## src/hdl/pmrs_consts.svh

```systemverilog
// register offsets, field positions, reset values and timing counts of the
// power supervision and reset sequencer; included by pmrs_axil, pmrs_top and the bench.
`ifndef PMRS_CONSTS_SVH
`define PMRS_CONSTS_SVH

`define PMRS_OFS_CTRL 8'h00
`define PMRS_OFS_MODE 8'h04
`define PMRS_OFS_FLAGS 8'h08
`define PMRS_OFS_VECTOR 8'h0c
`define PMRS_OFS_STATUS 8'h10

`define PMRS_CTRL_SWBOR 2
`define PMRS_CTRL_SWPOR 3
`define PMRS_CTRL_REGOFF 4
`define PMRS_CTRL_SVE 6
`define PMRS_SVE_RESET 1'b1
`define PMRS_REGOFF_RESET 1'b0

`define PMRS_MODE_ACTIVE 2'h0
`define PMRS_MODE_LIGHT 2'h1
`define PMRS_MODE_STANDBY 2'h2
`define PMRS_MODE_DEEPSLEEP 2'h3

`define PMRS_FLAG_BOR 0
`define PMRS_FLAG_POR 1
`define PMRS_FLAG_SVS 2
`define PMRS_FLAG_DWAKE 3

`define PMRS_VEC_NONE 8'h00
`define PMRS_VEC_BOR 8'h02
`define PMRS_VEC_SVS 8'h04
`define PMRS_VEC_DWAKE 8'h06
`define PMRS_VEC_POR 8'h08

`define PMRS_LOAD_OFF 2'h0
`define PMRS_LOAD_LOW 2'h1
`define PMRS_LOAD_MID 2'h2
`define PMRS_LOAD_HIGH 2'h3

`define PMRS_RESP_OKAY 2'h0
`define PMRS_RESP_SLVERR 2'h2

`define PMRS_CLK_PERIOD_NS 4
`define PMRS_BOR_HOLD_NS 20
`define PMRS_POR_HOLD_NS 12
`define PMRS_BOR_HOLD_CYC ((`PMRS_BOR_HOLD_NS + `PMRS_CLK_PERIOD_NS - 1) / `PMRS_CLK_PERIOD_NS)
`define PMRS_POR_HOLD_CYC ((`PMRS_POR_HOLD_NS + `PMRS_CLK_PERIOD_NS - 1) / `PMRS_CLK_PERIOD_NS)

`endif

```

## src/hdl/pmrs_pkg.sv

```systemverilog
// types of the power supervision and reset sequencer.
// assumes the constants header for field widths only by convention.
package pmrs_pkg;

  typedef enum logic [5:0] {
    ST_BROWNOUT = 6'b000001,
    ST_POR = 6'b000010,
    ST_ACTIVE = 6'b000100,
    ST_LOWPOWER = 6'b001000,
    ST_DEEP_OFF = 6'b010000,
    ST_LP_RESET = 6'b100000
  } pmrs_fsm_t;

  typedef struct packed {
    logic [7:0] addr;
    logic [31:0] data;
    logic [3:0] strb;
  } pmrs_wreq_t;

  typedef struct packed {
    logic aw_full;
    logic [7:0] awaddr;
    logic w_full;
    logic [31:0] wdata;
    logic [3:0] wstrb;
    logic awready;
    logic wready;
    logic bvalid;
    logic [1:0] bresp;
    logic arready;
    logic rvalid;
    logic [31:0] rdata;
    logic [1:0] rresp;
  } pmrs_axil_t;

  typedef struct packed {
    logic [1:0] meta;
    logic [1:0] stab;
  } pmrs_sync_t;

  typedef struct packed {
    pmrs_fsm_t fsm;
    logic [2:0] hold;
    logic sve;
    logic regoff;
    logic [1:0] mode;
    logic deep_rtc;
    logic sve_entry;
    logic [3:0] flags;
    logic bor;
    logic por;
    logic clr;
    logic core_en;
    logic lp_reg_en;
    logic sv_en;
    logic rtc_en;
    logic wake_en;
    logic [1:0] load;
  } pmrs_core_t;

endpackage : pmrs_pkg

```

## src/hdl/pmrs_sync.sv

```systemverilog
// two-flop synchroniser for the supervisor and brownout comparator levels.
// assumes the comparator outputs are quasi-static levels.
`timescale 1ns/100ps
module pmrs_sync import pmrs_pkg::*; (
  input wire logic clk_i,
  input wire logic rst_i,
  input wire logic [1:0] async_i,
  output logic [1:0] sync_o
);
  pmrs_sync_t q;
  pmrs_sync_t n;

  // the first stage feeds only the second stage
  always_comb begin
    n.meta = async_i;
    n.stab = q.meta;
  end

  // resets to "supply not ok" so the device starts in brownout reset
  always_ff @(posedge clk_i) begin
    if (rst_i) begin
      q <= '0;
    end else begin
      q <= n;
    end
  end

  assign sync_o = q.stab;
endmodule : pmrs_sync

```

## src/hdl/pmrs_axil.sv

```systemverilog
// axi4-lite slave front end: holds address and data, issues one-cycle
// strobes to the register file and registers every answer.
// assumes one write and one read outstanding at a time.
`timescale 1ns/100ps
`include "pmrs_consts.svh"
module pmrs_axil import pmrs_pkg::*; (
  input wire logic clk_i,
  input wire logic rst_i,
  input wire logic [7:0] s_axi_awaddr_i,
  input wire logic s_axi_awvalid_i,
  output logic s_axi_awready_o,
  input wire logic [31:0] s_axi_wdata_i,
  input wire logic [3:0] s_axi_wstrb_i,
  input wire logic s_axi_wvalid_i,
  output logic s_axi_wready_o,
  output logic [1:0] s_axi_bresp_o,
  output logic s_axi_bvalid_o,
  input wire logic s_axi_bready_i,
  input wire logic [7:0] s_axi_araddr_i,
  input wire logic s_axi_arvalid_i,
  output logic s_axi_arready_o,
  output logic [31:0] s_axi_rdata_o,
  output logic [1:0] s_axi_rresp_o,
  output logic s_axi_rvalid_o,
  input wire logic s_axi_rready_i,
  output logic wr_en_o,
  output pmrs_wreq_t wr_req_o,
  input wire logic wr_err_i,
  output logic rd_en_o,
  output logic [7:0] rd_addr_o,
  input wire logic [31:0] rd_data_i,
  input wire logic rd_err_i
);
  pmrs_axil_t q;
  pmrs_axil_t n;

  assign wr_en_o = q.aw_full && q.w_full && !q.bvalid;
  assign wr_req_o = '{addr: q.awaddr, data: q.wdata, strb: q.wstrb};
  assign rd_en_o = s_axi_arvalid_i && q.arready;
  assign rd_addr_o = s_axi_araddr_i;

  always_comb begin
    n = q;
    if (s_axi_awvalid_i && q.awready) begin
      n.aw_full = 1'b1;
      n.awaddr = s_axi_awaddr_i;
    end
    if (s_axi_wvalid_i && q.wready) begin
      n.w_full = 1'b1;
      n.wdata = s_axi_wdata_i;
      n.wstrb = s_axi_wstrb_i;
    end
    if (wr_en_o) begin
      n.aw_full = 1'b0;
      n.w_full = 1'b0;
      n.bvalid = 1'b1;
      n.bresp = wr_err_i ? `PMRS_RESP_SLVERR : `PMRS_RESP_OKAY;
    end else if (q.bvalid && s_axi_bready_i) begin
      n.bvalid = 1'b0;
    end
    // no new write is taken until the previous response has gone
    n.awready = !n.aw_full && !n.bvalid;
    n.wready = !n.w_full && !n.bvalid;
    if (rd_en_o) begin
      n.rvalid = 1'b1;
      n.rdata = rd_data_i;
      n.rresp = rd_err_i ? `PMRS_RESP_SLVERR : `PMRS_RESP_OKAY;
    end else if (q.rvalid && s_axi_rready_i) begin
      n.rvalid = 1'b0;
    end
    n.arready = !n.rvalid;
  end

  always_ff @(posedge clk_i) begin
    if (rst_i) begin
      q <= '0;
      q.awready <= 1'b1;
      q.wready <= 1'b1;
      q.arready <= 1'b1;
    end else begin
      q <= n;
    end
  end

  assign s_axi_awready_o = q.awready;
  assign s_axi_wready_o = q.wready;
  assign s_axi_bvalid_o = q.bvalid;
  assign s_axi_bresp_o = q.bresp;
  assign s_axi_arready_o = q.arready;
  assign s_axi_rvalid_o = q.rvalid;
  assign s_axi_rdata_o = q.rdata;
  assign s_axi_rresp_o = q.rresp;
endmodule : pmrs_axil

```

## src/hdl/pmrs_top.sv

```systemverilog
// power supervision and reset sequencer: brownout/power-on/clear resets,
// deep-off modes, low-power reset state and sticky reset cause flags.
// assumes synchronous pin inputs and asynchronous comparator levels.
// Contract
// - supervisor on in all modes; software may drop it only in standby/deep modes
// - hold brownout reset at power-up until supervisor reports supply reached
// - deep-off modes switch the core regulator off entirely
// - deep-off entry keeps the supervisor enable held at the moment of entry
// - supply-drop wake from deep-off is flagged as supervisor reset
// - supply below power-down level resets the device completely
// - supply drop in deep-off with supervisor on enters low-power reset state
// - reset pin in low-power reset goes to brownout reset, restart on supply
// - brownout detector forces brownout reset until supply is sufficient
// - software brownout trigger causes brownout reset and sets its cause flag
// - brownout implies power-on reset and clear; power-on reset implies clear
// - brownout flag clears by software write or by vector read
// - software power-on trigger causes power-on reset and sets its cause flag
// - power-on flag clears by software write or by vector read
// - both software trigger bits clear themselves
// - regulator load follows mode, clocks and debug activity automatically
// - rtc deep-off keeps the low-power clock regulator supplying the clock domain
// - regulator-off request turns standby/deep-sleep entry into deep-off entry
//
// Chosen here: the AXI4-Lite slave port and the register addresses.
`timescale 1ns/100ps
`include "pmrs_consts.svh"
module pmrs_top import pmrs_pkg::*; (
  input wire logic clk_i,
  input wire logic rst_i,
  input wire logic [7:0] s_axi_awaddr_i,
  input wire logic s_axi_awvalid_i,
  output logic s_axi_awready_o,
  input wire logic [31:0] s_axi_wdata_i,
  input wire logic [3:0] s_axi_wstrb_i,
  input wire logic s_axi_wvalid_i,
  output logic s_axi_wready_o,
  output logic [1:0] s_axi_bresp_o,
  output logic s_axi_bvalid_o,
  input wire logic s_axi_bready_i,
  input wire logic [7:0] s_axi_araddr_i,
  input wire logic s_axi_arvalid_i,
  output logic s_axi_arready_o,
  output logic [31:0] s_axi_rdata_o,
  output logic [1:0] s_axi_rresp_o,
  output logic s_axi_rvalid_o,
  input wire logic s_axi_rready_i,
  input wire logic svs_ok_i,
  input wire logic bod_ok_i,
  input wire logic rst_pin_n_i,
  input wire logic wake_event_i,
  input wire logic clk_active_i,
  input wire logic fast_clock_i,
  input wire logic debug_active_i,
  output logic brownout_reset_o,
  output logic poweron_reset_o,
  output logic power_up_clear_o,
  output logic core_regulator_en_o,
  output logic low_power_clock_regulator_en_o,
  output logic supervisor_en_o,
  output logic rtc_domain_en_o,
  output logic wake_enable_o,
  output logic [1:0] regulator_load_o
);
  pmrs_core_t q;
  pmrs_core_t n;
  logic [1:0] sync_lvl;
  logic svs_ok_s;
  logic bod_ok_s;
  logic wr_en;
  pmrs_wreq_t wr_req;
  logic wr_err;
  logic rd_en;
  logic [7:0] rd_addr;
  logic [31:0] rd_data;
  logic rd_err;
  logic ctrl_wr;
  logic mode_wr;
  logic flags_wr;
  logic sw_bor;
  logic sw_por;
  logic sv_drop;
  logic [7:0] vec_code;
  logic [3:0] vec_bit;

  pmrs_sync u_sync (
    .clk_i(clk_i),
    .rst_i(rst_i),
    .async_i({bod_ok_i, svs_ok_i}),
    .sync_o(sync_lvl)
  );
  assign svs_ok_s = sync_lvl[0];
  assign bod_ok_s = sync_lvl[1];

  pmrs_axil u_axil (
    .clk_i(clk_i),
    .rst_i(rst_i),
    .s_axi_awaddr_i(s_axi_awaddr_i),
    .s_axi_awvalid_i(s_axi_awvalid_i),
    .s_axi_awready_o(s_axi_awready_o),
    .s_axi_wdata_i(s_axi_wdata_i),
    .s_axi_wstrb_i(s_axi_wstrb_i),
    .s_axi_wvalid_i(s_axi_wvalid_i),
    .s_axi_wready_o(s_axi_wready_o),
    .s_axi_bresp_o(s_axi_bresp_o),
    .s_axi_bvalid_o(s_axi_bvalid_o),
    .s_axi_bready_i(s_axi_bready_i),
    .s_axi_araddr_i(s_axi_araddr_i),
    .s_axi_arvalid_i(s_axi_arvalid_i),
    .s_axi_arready_o(s_axi_arready_o),
    .s_axi_rdata_o(s_axi_rdata_o),
    .s_axi_rresp_o(s_axi_rresp_o),
    .s_axi_rvalid_o(s_axi_rvalid_o),
    .s_axi_rready_i(s_axi_rready_i),
    .wr_en_o(wr_en),
    .wr_req_o(wr_req),
    .wr_err_i(wr_err),
    .rd_en_o(rd_en),
    .rd_addr_o(rd_addr),
    .rd_data_i(rd_data),
    .rd_err_i(rd_err)
  );

  assign ctrl_wr = wr_en && wr_req.addr == `PMRS_OFS_CTRL && wr_req.strb[0];
  assign mode_wr = wr_en && wr_req.addr == `PMRS_OFS_MODE && wr_req.strb[0];
  assign flags_wr = wr_en && wr_req.addr == `PMRS_OFS_FLAGS && wr_req.strb[0];
  // triggers act only while the cpu runs
  assign sw_bor = ctrl_wr && wr_req.data[`PMRS_CTRL_SWBOR] && q.fsm == ST_ACTIVE;
  assign sw_por = ctrl_wr && wr_req.data[`PMRS_CTRL_SWPOR] && q.fsm == ST_ACTIVE;
  assign sv_drop = q.sv_en && !svs_ok_s;
  assign wr_err = !(wr_req.addr inside {`PMRS_OFS_CTRL, `PMRS_OFS_MODE, `PMRS_OFS_FLAGS,
                                        `PMRS_OFS_VECTOR, `PMRS_OFS_STATUS});

  // reset cause vector reports the highest-priority pending cause
  always_comb begin
    vec_code = `PMRS_VEC_NONE;
    vec_bit = 4'h0;
    if (q.flags[`PMRS_FLAG_BOR]) begin
      vec_code = `PMRS_VEC_BOR;
      vec_bit[`PMRS_FLAG_BOR] = 1'b1;
    end else if (q.flags[`PMRS_FLAG_SVS]) begin
      vec_code = `PMRS_VEC_SVS;
      vec_bit[`PMRS_FLAG_SVS] = 1'b1;
    end else if (q.flags[`PMRS_FLAG_DWAKE]) begin
      vec_code = `PMRS_VEC_DWAKE;
      vec_bit[`PMRS_FLAG_DWAKE] = 1'b1;
    end else if (q.flags[`PMRS_FLAG_POR]) begin
      vec_code = `PMRS_VEC_POR;
      vec_bit[`PMRS_FLAG_POR] = 1'b1;
    end
  end

  always_comb begin
    rd_data = 32'h0000_0000;
    rd_err = 1'b0;
    case (rd_addr)
      `PMRS_OFS_CTRL: begin
        // trigger bits always read as zero
        rd_data[`PMRS_CTRL_SVE] = q.sve;
        rd_data[`PMRS_CTRL_REGOFF] = q.regoff;
      end
      `PMRS_OFS_MODE: rd_data[1:0] = q.mode;
      `PMRS_OFS_FLAGS: rd_data[3:0] = q.flags;
      `PMRS_OFS_VECTOR: rd_data[7:0] = vec_code;
      `PMRS_OFS_STATUS: rd_data[9:0] = {q.load, svs_ok_s, bod_ok_s, q.fsm};
      default: rd_err = 1'b1;
    endcase
  end

  always_comb begin
    n = q;
    n.hold = (q.hold != 3'h0) ? q.hold - 3'h1 : 3'h0;
    if (ctrl_wr) begin
      n.sve = wr_req.data[`PMRS_CTRL_SVE];
      n.regoff = wr_req.data[`PMRS_CTRL_REGOFF];
    end
    // clears first; every set below overrides a clear in the same cycle
    if (flags_wr) begin
      n.flags = q.flags & ~wr_req.data[3:0];
    end
    if (rd_en && rd_addr == `PMRS_OFS_VECTOR) begin
      n.flags = n.flags & ~vec_bit;
    end
    case (q.fsm)
      ST_BROWNOUT: begin
        n.sve = `PMRS_SVE_RESET;
        n.regoff = `PMRS_REGOFF_RESET;
        n.mode = `PMRS_MODE_ACTIVE;
        if (q.hold == 3'h0 && svs_ok_s && bod_ok_s) begin
          n.fsm = ST_ACTIVE;
        end
      end
      ST_POR: begin
        if (q.hold == 3'h0) begin
          n.fsm = ST_ACTIVE;
        end
      end
      ST_ACTIVE: begin
        if (sw_bor) begin
          n.fsm = ST_BROWNOUT;
          n.hold = 3'(`PMRS_BOR_HOLD_CYC);
          n.flags[`PMRS_FLAG_BOR] = 1'b1;
        end else if (sv_drop || !rst_pin_n_i) begin
          n.fsm = ST_BROWNOUT;
          n.hold = 3'(`PMRS_BOR_HOLD_CYC);
          n.flags[`PMRS_FLAG_SVS] = sv_drop | n.flags[`PMRS_FLAG_SVS];
        end else if (sw_por) begin
          n.fsm = ST_POR;
          n.hold = 3'(`PMRS_POR_HOLD_CYC);
          n.flags[`PMRS_FLAG_POR] = 1'b1;
        end else if (mode_wr && wr_req.data[1:0] != `PMRS_MODE_ACTIVE) begin
          n.mode = wr_req.data[1:0];
          if (q.regoff && wr_req.data[1:0] != `PMRS_MODE_LIGHT) begin
            n.fsm = ST_DEEP_OFF;
            n.deep_rtc = wr_req.data[1:0] == `PMRS_MODE_STANDBY;
            n.sve_entry = q.sve;
          end else begin
            n.fsm = ST_LOWPOWER;
          end
        end
      end
      ST_LOWPOWER: begin
        if (sv_drop || !rst_pin_n_i) begin
          n.fsm = ST_BROWNOUT;
          n.hold = 3'(`PMRS_BOR_HOLD_CYC);
          n.flags[`PMRS_FLAG_SVS] = sv_drop | n.flags[`PMRS_FLAG_SVS];
        end else if (wake_event_i) begin
          n.fsm = ST_ACTIVE;
          n.mode = `PMRS_MODE_ACTIVE;
        end
      end
      ST_DEEP_OFF: begin
        if (q.sve_entry && !svs_ok_s) begin
          n.fsm = ST_LP_RESET;
          n.flags[`PMRS_FLAG_SVS] = 1'b1;
        end else if (wake_event_i || !rst_pin_n_i) begin
          // leaving deep-off restarts the core from brownout reset
          n.fsm = ST_BROWNOUT;
          n.hold = 3'(`PMRS_BOR_HOLD_CYC);
          n.flags[`PMRS_FLAG_DWAKE] = 1'b1;
        end
      end
      ST_LP_RESET: begin
        if (!rst_pin_n_i) begin
          n.fsm = ST_BROWNOUT;
          n.hold = 3'(`PMRS_BOR_HOLD_CYC);
        end
      end
      default: begin
        n.fsm = ST_BROWNOUT;
        n.hold = 3'(`PMRS_BOR_HOLD_CYC);
      end
    endcase
    // the brownout detector overrides every state, supervisor or not
    if (!bod_ok_s) begin
      n.fsm = ST_BROWNOUT;
      n.hold = 3'(`PMRS_BOR_HOLD_CYC);
    end
    n.bor = n.fsm == ST_BROWNOUT;
    n.por = n.bor || n.fsm == ST_POR;
    n.clr = n.por;
    n.core_en = !(n.fsm inside {ST_DEEP_OFF, ST_LP_RESET});
    n.lp_reg_en = n.fsm == ST_DEEP_OFF && n.deep_rtc;
    n.rtc_en = !(n.fsm == ST_LP_RESET || (n.fsm == ST_DEEP_OFF && !n.deep_rtc));
    n.wake_en = n.fsm != ST_LP_RESET;
    case (n.fsm)
      ST_LP_RESET: n.sv_en = 1'b0;
      ST_DEEP_OFF: n.sv_en = n.sve_entry;
      ST_LOWPOWER: n.sv_en = n.sve || n.mode == `PMRS_MODE_LIGHT;
      default: n.sv_en = 1'b1;
    endcase
    // load setting is derived, never written by software
    if (!n.core_en) begin
      n.load = `PMRS_LOAD_OFF;
    end else if (debug_active_i || fast_clock_i) begin
      n.load = `PMRS_LOAD_HIGH;
    end else if (n.fsm == ST_ACTIVE || clk_active_i) begin
      n.load = `PMRS_LOAD_MID;
    end else begin
      n.load = `PMRS_LOAD_LOW;
    end
  end

  always_ff @(posedge clk_i) begin
    if (rst_i) begin
      q <= '0;
      q.fsm <= ST_BROWNOUT;
      q.hold <= 3'(`PMRS_BOR_HOLD_CYC);
      q.sve <= `PMRS_SVE_RESET;
      q.regoff <= `PMRS_REGOFF_RESET;
      q.bor <= 1'b1;
      q.por <= 1'b1;
      q.clr <= 1'b1;
      q.core_en <= 1'b1;
      q.sv_en <= 1'b1;
      q.rtc_en <= 1'b1;
      q.wake_en <= 1'b1;
    end else begin
      q <= n;
    end
  end

  assign brownout_reset_o = q.bor;
  assign poweron_reset_o = q.por;
  assign power_up_clear_o = q.clr;
  assign core_regulator_en_o = q.core_en;
  assign low_power_clock_regulator_en_o = q.lp_reg_en;
  assign supervisor_en_o = q.sv_en;
  assign rtc_domain_en_o = q.rtc_en;
  assign wake_enable_o = q.wake_en;
  assign regulator_load_o = q.load;
endmodule : pmrs_top

```

## config.mk

```make
export PLATFORM = sky130hd
export DESIGN_NAME = pmrs_top
export DESIGN_NICKNAME = d
export VERILOG_FILES = /design/src/hdl/pmrs_pkg.sv /design/src/hdl/pmrs_sync.sv /design/src/hdl/pmrs_axil.sv /design/src/hdl/pmrs_top.sv
export VERILOG_INCLUDE_DIRS = /design/src /design/src/hdl
export SDC_FILE = /design/constraint.sdc
export NUM_CORES = 1
export LEC_CHECK = 0
export ABC_AREA = 1
export BUFFER_PORTS_ARGS = -buffer_cell sky130_fd_sc_hd__buf_2
export CORE_MARGIN = 4
export CORE_UTILIZATION = 55
export CTS_BUF_LIST = sky130_fd_sc_hd__clkbuf_4 sky130_fd_sc_hd__clkbuf_8
export DETAILED_ROUTE_END_ITERATION = 12
export GPL_ROUTABILITY_DRIVEN = 0
export GPL_TIMING_DRIVEN = 0
export PLACE_DENSITY_LB_ADDON = 0.3
export SYNTH_ARGS = -nofsm -noshare
export SYNTH_HDL_FRONTEND = slang
export SYNTH_SLANG_ARGS = --single-unit
```

## constraint.sdc

```tcl
create_clock -name clk_i -period 3.2 [get_ports clk_i]
set_input_delay 0.64 -clock clk_i [delete_from_list [all_inputs] [get_ports clk_i]]
set_output_delay 0.64 -clock clk_i [all_outputs]
set_load 0.1 [all_outputs]
```

---- Word level (Yosys, flattened, before mapping) ----
Cells that the tools add are included.
storage, ports and cells
  bits of input ports ..................... 66
  bits in registers ....................... 97
  word-level logic and storage cells ...... 194
cells by class
  mux-type cells .......................... 75
  reduce and logical (&&, ||, !) cells .... 57
  $add $sub $neg .......................... 1
  bitwise operators ....................... 6
  equal/unequal tests ..................... 24
operators by type and width
  operator            count
  $mux 9              6
  $mux 6              7
  $mux 37             1
  $mux 4              9
  $pmux 6 s6          1
  $eq 8x4->1 const B  4
  $logic_and 1x1->1   28
  $mux 2              13
  $mux 1              21
  $eq 8x3->1 const B  2
  $eq 8x5->1 const B  2
  $logic_not 8->1     2
  $mux 3              5
  $pmux 3 s5          1
  $eq 6x1->1 const B  2
  $eq 6x2->1 const B  2
  $eq 6x3->1 const B  2
  $eq 6x4->1 const B  2
  $eq 6x5->1 const B  2
  $eq 6x6->1 const B  2
  $pmux 1 s3          4
  $pmux 2 s3          2
  $logic_not 1->1     10
  $and 4x4->4         2
  other kinds (19)    31

---- Longest topological paths before layout ----
Gate-level depths: netlist of the first run.
  word-level depth ........................ 15
  depth in mapped cells ................... 15
  mapped depth without buffers ............ 15

---- Hierarchy ----
Synthesis of the first run repeated with hierarchy kept, for this count alone.
unflattened totals
  cells, all modules ...................... 798
  area, all modules ....................... 5845.6 um2
by module, submodules not included
  module     area each (um2)  cells an instance  instances  sequential area each (um2)
  pmrs_axil  3714.8           462                1          1701.6
  pmrs_top   2020.7           324                1          560.5
  pmrs_sync  110.1            12                 1          80.1

---- Worst setup path after synthesis of the first run ----
OpenSTA, ideal clock, no wires.
  path type ............................... reg2reg
  start ................................... reg u_axil.q, in the netlist u_axil.s_axi_bvalid_o
  end ..................................... reg q, in the netlist supervisor_en_o
  arrival ................................. 2.091 ns
  stages on the path, launching flop included .. 14
  slack ................................... 0.995 ns
  buffers on the path ..................... 0
  path through ............................ dfxtp_1 inv_1 nand3_2 nor2_4 nand2_1 nor2_4 nor2_8 nand4_4 nand2_4 nand2_4 nand2_2 nor2_2 nor2_1 nand2_1
on the way
  longest elaborated chain between the ends .. 13
ends and longest elaborated chain
  item                                             line                              text
  start: declaration                               pmrs_axil.sv:34                   pmrs_axil_t q;
  start signal: assignment                         pmrs_axil.sv:81                   q <= n;
  $logic_not 1->1 (*)                              pmrs_axil.sv:37                   assign wr_en_o = q.aw_full && q.w_full && !q.bvalid;
  $logic_and 1x1->1 (*)                            pmrs_axil.sv:37
  $logic_and 1x1->1 (no line)                      -
  $logic_and 1x1->1, on equally long branches      pmrs_top.sv:124, pmrs_top.sv:123
  $logic_and 1x1->1, on equally long branches      -
  $mux 6, or another cell as far along             pmrs_top.sv:210                   end else if (mode_wr && wr_req.data[1:0] != `PMRS_MODE_ACTIVE) begin
  $mux 6 / $mux 4 (equally long branches)          pmrs_top.sv:206                   end else if (sw_por) begin
  $mux 9 / $mux 4 (equally long branches)          pmrs_top.sv:202                   end else if (sv_drop || !rst_pin_n_i) begin
  $mux 9 / $mux 4 (equally long branches)          pmrs_top.sv:198                   if (sw_bor) begin
  $pmux 6 s6 / $pmux 2 s3 (equally long branches)  pmrs_top.sv:183                   case (q.fsm)
  $mux 9 / $eq 2x1->1 (equally long branches)      -
  $eq 6x4->1, or another cell as far along         pmrs_top.sv:265                   case (n.fsm)
  $pmux 1 s3 (*)                                   pmrs_top.sv:265
  end signal: assignment                           pmrs_top.sv:298                   q <= n;
  end: declaration                                 pmrs_top.sv:64                    pmrs_core_t q;
Every way passes the cells marked *; elsewhere a longest branch is shown, timed or not.
A chain may end at the register's enable or synchronous reset.

---- Final worst setup path of the first run ----
  start ................................... in s_axi_araddr_i[6]
  end ..................................... reg q[12] (netlist bit)
on the way
  longest elaborated chain between the ends .. 7
ends and longest elaborated chain
  item                             line                              text
  start: declaration               pmrs_top.sv:40                    input wire logic [7:0] s_axi_araddr_i,
  $eq 8x4->1 (*)                   -
  $logic_and 1x1->1 (no line) (*)  -
  $mux 4 (*)                       pmrs_top.sv:180                   if (rd_en && rd_addr == `PMRS_OFS_VECTOR) begin
  $or 1x1->1                       pmrs_top.sv:205, pmrs_top.sv:225
  $mux 1                           pmrs_top.sv:202, pmrs_top.sv:222
  $mux 2                           pmrs_top.sv:198
  $pmux 1 s3 (*)                   pmrs_top.sv:183
Marked as above.

==> results.cfg, run 1 <==
[status]
run_status = finished clean

[worst_setup_path]
crit_fanout = 6
timing.rr.start = u_sync.sync_o[0]
reg2reg_to = regulator_load_o[0]
end_kind = flop
start_kind = input port
worstRegToRegCells = 11
r2r_setup_slack_ps = 1340
worstSetupPathType = input port to flop
arrival_ps = 2330
critical_path_required_ps = 3440

[logic_synthesis]
syn_inst = 493
synthSimpleGateAreaFrac = 0.326
synth_warnings = 0
synth_seq_area_share = 0.374
syn_area_per_cell_sq_um = 7.17
synth_fa_ha_area_frac = 0
synth_top_family_by_area = simple AND/OR/NAND/NOR gates
synth_flop_cell = dfxtp_1
synth_compound_area_frac = 0.135
synth_xor_area_frac = 0
yosysTopAreaCellShare = 0.374
ys_ff_latch = 66
async_flop_share = 0
synthTopCellsByArea = dfxtp_1 37%, nand2_1 8.5%, buf_4 8.3%
synth_enable_flop_cells = 0
synth_commonest_cells = 80 x nand2_1, 66 x dfxtp_1, 63 x nor2_1
ys_types = 38
synthMuxAreaShare = 0
synth.most_common_cell = nand2_1
syn_area_sq_um = 3540
yosys.area.top_type = dfxtp_1

[pwr]
leakagePower_uw = 0.00203
peakVddDrop_mv = 0.350
p_per_area_nw_per_um2 = 465

[clock_tree]
clock_path_buffers = 2
clk_pin_slew_ps = 70
cts_tree = built
post-cts-setup-buffers = 0
ctsResizeCount = 0
clock_latency_ps = 340
cts_hold_buf = 0
root_buffer = clkbuf_8
cts.sinks = 66
htreeDepth = 3
numCtsBuffers = 9

[layout]
nets = 655
diodes = 0
final_core_util = 0.689
syn2layout_area_growth_pct = 18.8
fin_cells = 668
nFillCells = 534
drive_gt1_frac = 0.273

[global_routing]
grt_max_degree = 12
grt_pass1_vias = 3085
grt_pass1_wl_mm = 14.2
grt_overflow_total = 0
grt_usage = 0.237
antenna_found_initial = 0

[timing]
rsz0062_at_grt = false
skew_ps = 6.60
finalSetupTns_ps = 0
drv_slew = 0
hold_viol = 0
finalSetupViolations = 0
timing.final.crit_period_ps = 2090
tightest_slew_ps = 600
period_share = 0.652
maxSlewHeadroom = 0.596
timing.fmax_mhz = 479

[floorplanning]
die_area_sq_um = 7780
die_height_um = 88.2
ios = 117
initial_core_util = 0.580
fp.dieW_um = 88.2
core-area_sq_um = 6100
rows = 28

[routing]
wl_per_cell_um = 13.0
dr.first_iter.drc_count = 319
drt_pass1_iterations = 6
met1_length_mm = 3.67
postRouteAntennaNets = 0
vias = 3449
drt_wl_total_mm = 8.71
wl_met3_um = 800
dr.max_layer_used = met4
wl_met2_mm = 4.06
drc = 0
routed_via_density = 5.16

[run]
drv_cap = 0

[worst_hold_path]
hold_path_end = u_sync.sync_o[0]
hold_depth = 2
hp-start = u_sync.n[0]
min_path_type = flop to flop

[placed_design]
placement.io_buffers = 62
dp_hpwl_mm = 6.81
numPlacedInstances = 653
[metrics by stage]
stage | cell area (sq um) | power (uW) | hold WS, ps | setup slack, ps
6_report | 4200 | 1950 | 407 | 1110
5_1_grt | 4200 | 2030 | 422 | 1080
4_1_cts | 4200 | 1960 | 405 | 1220
3_5_place_dp | 4030 | 1340 | 395 | 868
3_3_place_gp | 4030 | 1330 | 391 | 841
2_1_floorplan | 3620 | 1270 | 388 | 995
[cell families after synthesis]
group | Yosys count
flops | 66
compound gates | 85
simple gates | 226
buf+inv | 115
other cells | 1
[worst max-delay path: stages]
cell and delay (ps):
buf_2 90, inv_1 40, nand2_1 90, nor3_4 210, nand3_1 170, nor2_2 200, nand2_1 120, o21ai_0 300
o311ai_0 270, nand2_1 140, inv_1 50
[cells in the final DEF, fill, tap and decap left out, types with 2 or more instances in the layout]
| cell type | n |
|---|---|
| nor2_2 | 7 |
| nand3_2 | 9 |
| o221ai_1 | 4 |
| o211ai_1 | 4 |
| nand2_2 | 6 |
| clkinvlp_4 | 2 |
| clkbuf_8 | 10 |
| dfxtp_1 | 66 |
| nor3_2 | 2 |
| o21ai_0 | 29 |
| clkinv_1 | 2 |
| nor2_1 | 63 |
| nand2_4 | 2 |
| conb_1 | 24 |
| buf_2 | 62 |
| nand4_1 | 8 |
| nor3_1 | 11 |
| inv_1 | 59 |
| buf_1 | 2 |
| inv_2 | 5 |
| o21ai_1 | 2 |
| nand2_1 | 80 |
| nand3_1 | 24 |
| a21oi_1 | 37 |
| buf_4 | 39 |
| nor2_4 | 7 |
| clkbuf_1 | 7 |
| o2111ai_1 | 3 |
| a21oi_2 | 2 |
[routing by layer]
metal  global-route usage  vias up
met1                0.301     1538
li1                     -     1732
met3               0.0611       21
met5                    0        -
met2                0.380      158
met4                0.104        0
[area by class of cell]
type	instances	area (sq um)	share of cell area
tap	75	93.8	0.0223
inverter	67	254	0.0605
clock buffer	11	145	0.0345
timing repair buffer	62	310	0.0739
clock inverter	4	28.8	0.00685
buffer	48	327	0.0777
sequential	66	1320	0.314
multi-input combinational	335	1720	0.410
[worst max-delay path by stage]
stage	start	depth (start not counted)	slack (ps)	endpoint
5_1_grt	s_axi_araddr_i[7]	11	1080	q[12]
2_1_floorplan	u_axil.s_axi_bvalid_o	13	990	supervisor_en_o
3_5_place_dp	s_axi_araddr_i[6]	11	870	q[12]
6_report	s_axi_araddr_i[6]	11	1110	q[12]
3_3_place_gp	s_axi_araddr_i[6]	11	840	q[12]
4_1_cts	s_axi_araddr_i[6]	11	1220	q[12]
[sequential cells by signal, indices dropped and copies added (netlist names), 2 cells and up]
name / cells
u_sync.n: 2
u_axil.s_axi_rdata_o: 10
u_axil.wr_req_o: 15
q: 19
u_sync.sync_o: 2
regulator_load_o: 2
u_axil.q: 2
[power breakdown]
group / internal [uW] / leakage (uW) / switching (uW) / total [uW]
Clock: 306 / 0.0000848 / 323 / 630
Sequential: 860 / 0.000540 / 27.9 / 888
Combinational: 94.0 / 0.00140 / 341 / 435
No activity file was read; power rests on OpenSTA's default activity.
==> inputs of run 2 (changes only) <==
Settings changed: CORE_UTILIZATION 55 to 52.
Clock period 3.2 ns to 2.1 ns, I/O delays scaled along.
==> results.cfg, run 2 (same netlist as run 1, synthesis figures left out) <==
[clock_tree]
clock_path_buffers = 2
root_buffer = clkbuf_8
htreeDepth = 3
ctsResizeCount = 0
cts_tree = built
numCtsBuffers = 9
post-cts-setup-buffers = 0
cts.sinks = 66
cts_hold_buf = 0
clock_latency_ps = 340
clk_pin_slew_ps = 80

[worst_hold_path]
min_path_type = input port to flop
hp-start = bod_ok_i

[routing]
drt_wl_total_mm = 8.91
vias = 3464
routed_via_density = 5.16
drc = 0
wl_per_cell_um = 13.3
postRouteAntennaNets = 0
dr.first_iter.drc_count = 257
drt_pass1_iterations = 6

[floorplanning]
core-area_sq_um = 6460
initial_core_util = 0.548
die_area_sq_um = 8190
rows = 29
fp.dieW_um = 90.5
die_height_um = 90.5
ios = 117

[timing]
period_share = 0.893
rsz0062_at_grt = false
tightest_slew_ps = 629
finalSetupViolations = 0
maxSlewHeadroom = 0.581
holdWs_ps = 274
drv_slew = 0
skew_ps = 6.57
timing.final.crit_period_ps = 1880
timing.fmax_mhz = 533
hold_viol = 0

[global_routing]
grt_usage = 0.219
use_met1 = 0.277
grt_max_degree = 14
top_usage_layer = met2
grt_pass1_vias = 3253
met3_usage = 0.0425
grt_pass1_wl_mm = 14.7
grt_overflow_total = 0
gr-usage-met2 = 0.363
antenna_found_initial = 0

[layout]
layout.cells.most_common = nand2_1
nets = 655
largest_register_ffs = 19
top_register = q
syn2layout_area_growth_pct = 18.9
final_core_util = 0.651
drive_gt1_frac = 0.276
mostFrequentLayoutCells = 80 x nand2_1, 65 x dfxtp_1, 63 x nor2_1, 62 x buf_2, 59 x inv_1
diodes = 0

[pwr]
seqPwrFrac = 0.451
peakVddDrop_mv = 0.562
combPwrFrac = 0.222
p_per_area_nw_per_um2 = 712
p_int_uw = 1890
p_clk_frac = 0.327
switching_share = 0.370
leakagePower_uw = 0.00203
power_switching_uw = 1110

[run]
drv_cap = 0

[worst_setup_path]
path_common_cell = nand2_1
worstSetupPathType = flop to flop
end_kind = flop
crit_fanout = 7
critical_path_required_ps = 2340
crit_path_start = u_sync.sync_o[0]
start_kind = flop
timing.rr.start = u_sync.sync_o[0]
arrival_ps = 2120
crit_chain = inv_1, nand2_1, nand2_1, o21ai_0, nand2_1, inv_1, nand2_1, nand2_1, nand2_1, nand2_1, nand2_1, nand2_1, nand2_1
critPathMaxStageDelay_ps = 460
critPathSlowestCell = dfxtp_1

[placed_design]
placement.io_buffers = 62
dp_hpwl_mm = 6.83

[status]
run_status = finished clean
## run 2: final cells by class
type / instances / area, sq um
Clock buffer: 9 / 124
Buffer: 48 / 327
Sequential cell: 66 / 1320
Clock inverter: 7 / 51.3
Tap cell: 77 / 96.3
Multi-Input combinational cell: 335 / 1720
Inverter: 67 / 254
Timing Repair Buffer: 62 / 310
Fill cell: 593 / 2250
## run 2: worst max-delay path: cells and delay by family, from the launching register on
kind,cells,cell delay [ps]
buf+inv,2,170
compound gates,1,280
simple gates,10,860
flops,1,460
## run 2: metrics by stage
step | area (sq um) | std cells | total power (uW) | setup WS [ps] | TNS, ps
3_3_place_gp | 4030 | 655 | 2030 | -30.3 | -30.3
4_1_cts | 4210 | 671 | 3000 | 321 | 0
5_1_grt | 4210 | 671 | 3110 | 76.7 | 0
6_report | 4210 | 671 | 3000 | 224 | 0
3_5_place_dp | 4030 | 655 | 2040 | 0.217 | 0
2_1_floorplan | 3620 | 516 | 1930 | 38.2 | 0
## run 2: worst paths after layout
kind	to	slack, ps	cells past startpoint
setup / recovery	supervisor_en_o	220	13
hold / removal	u_sync.n[1]	270	3
setup reg to reg	supervisor_en_o	220	13
hold reg to reg	u_sync.sync_o[0]	410	2
## run 2: per-layer routing
metal / part of all wire / wire [um] / vias up
li1: - / - / 1733
met1: 0.43 / 3810 / 1532
met2: 0.46 / 4120 / 167
met4: 0.031 / 279 / 0
met5: 0 / 0 / -
met3: 0.079 / 701 / 32
## run 2: power groups by stage
stage / logic (uW) / clock network [uW] / registers (uW)
after detailed placement: 661 / 0 / 1380
after floorplan: 495 / 0 / 1430
after CTS: 663 / 989 / 1350
after global routing: 706 / 1040 / 1360
after global placement: 649 / 0 / 1380
final: 665 / 979 / 1350
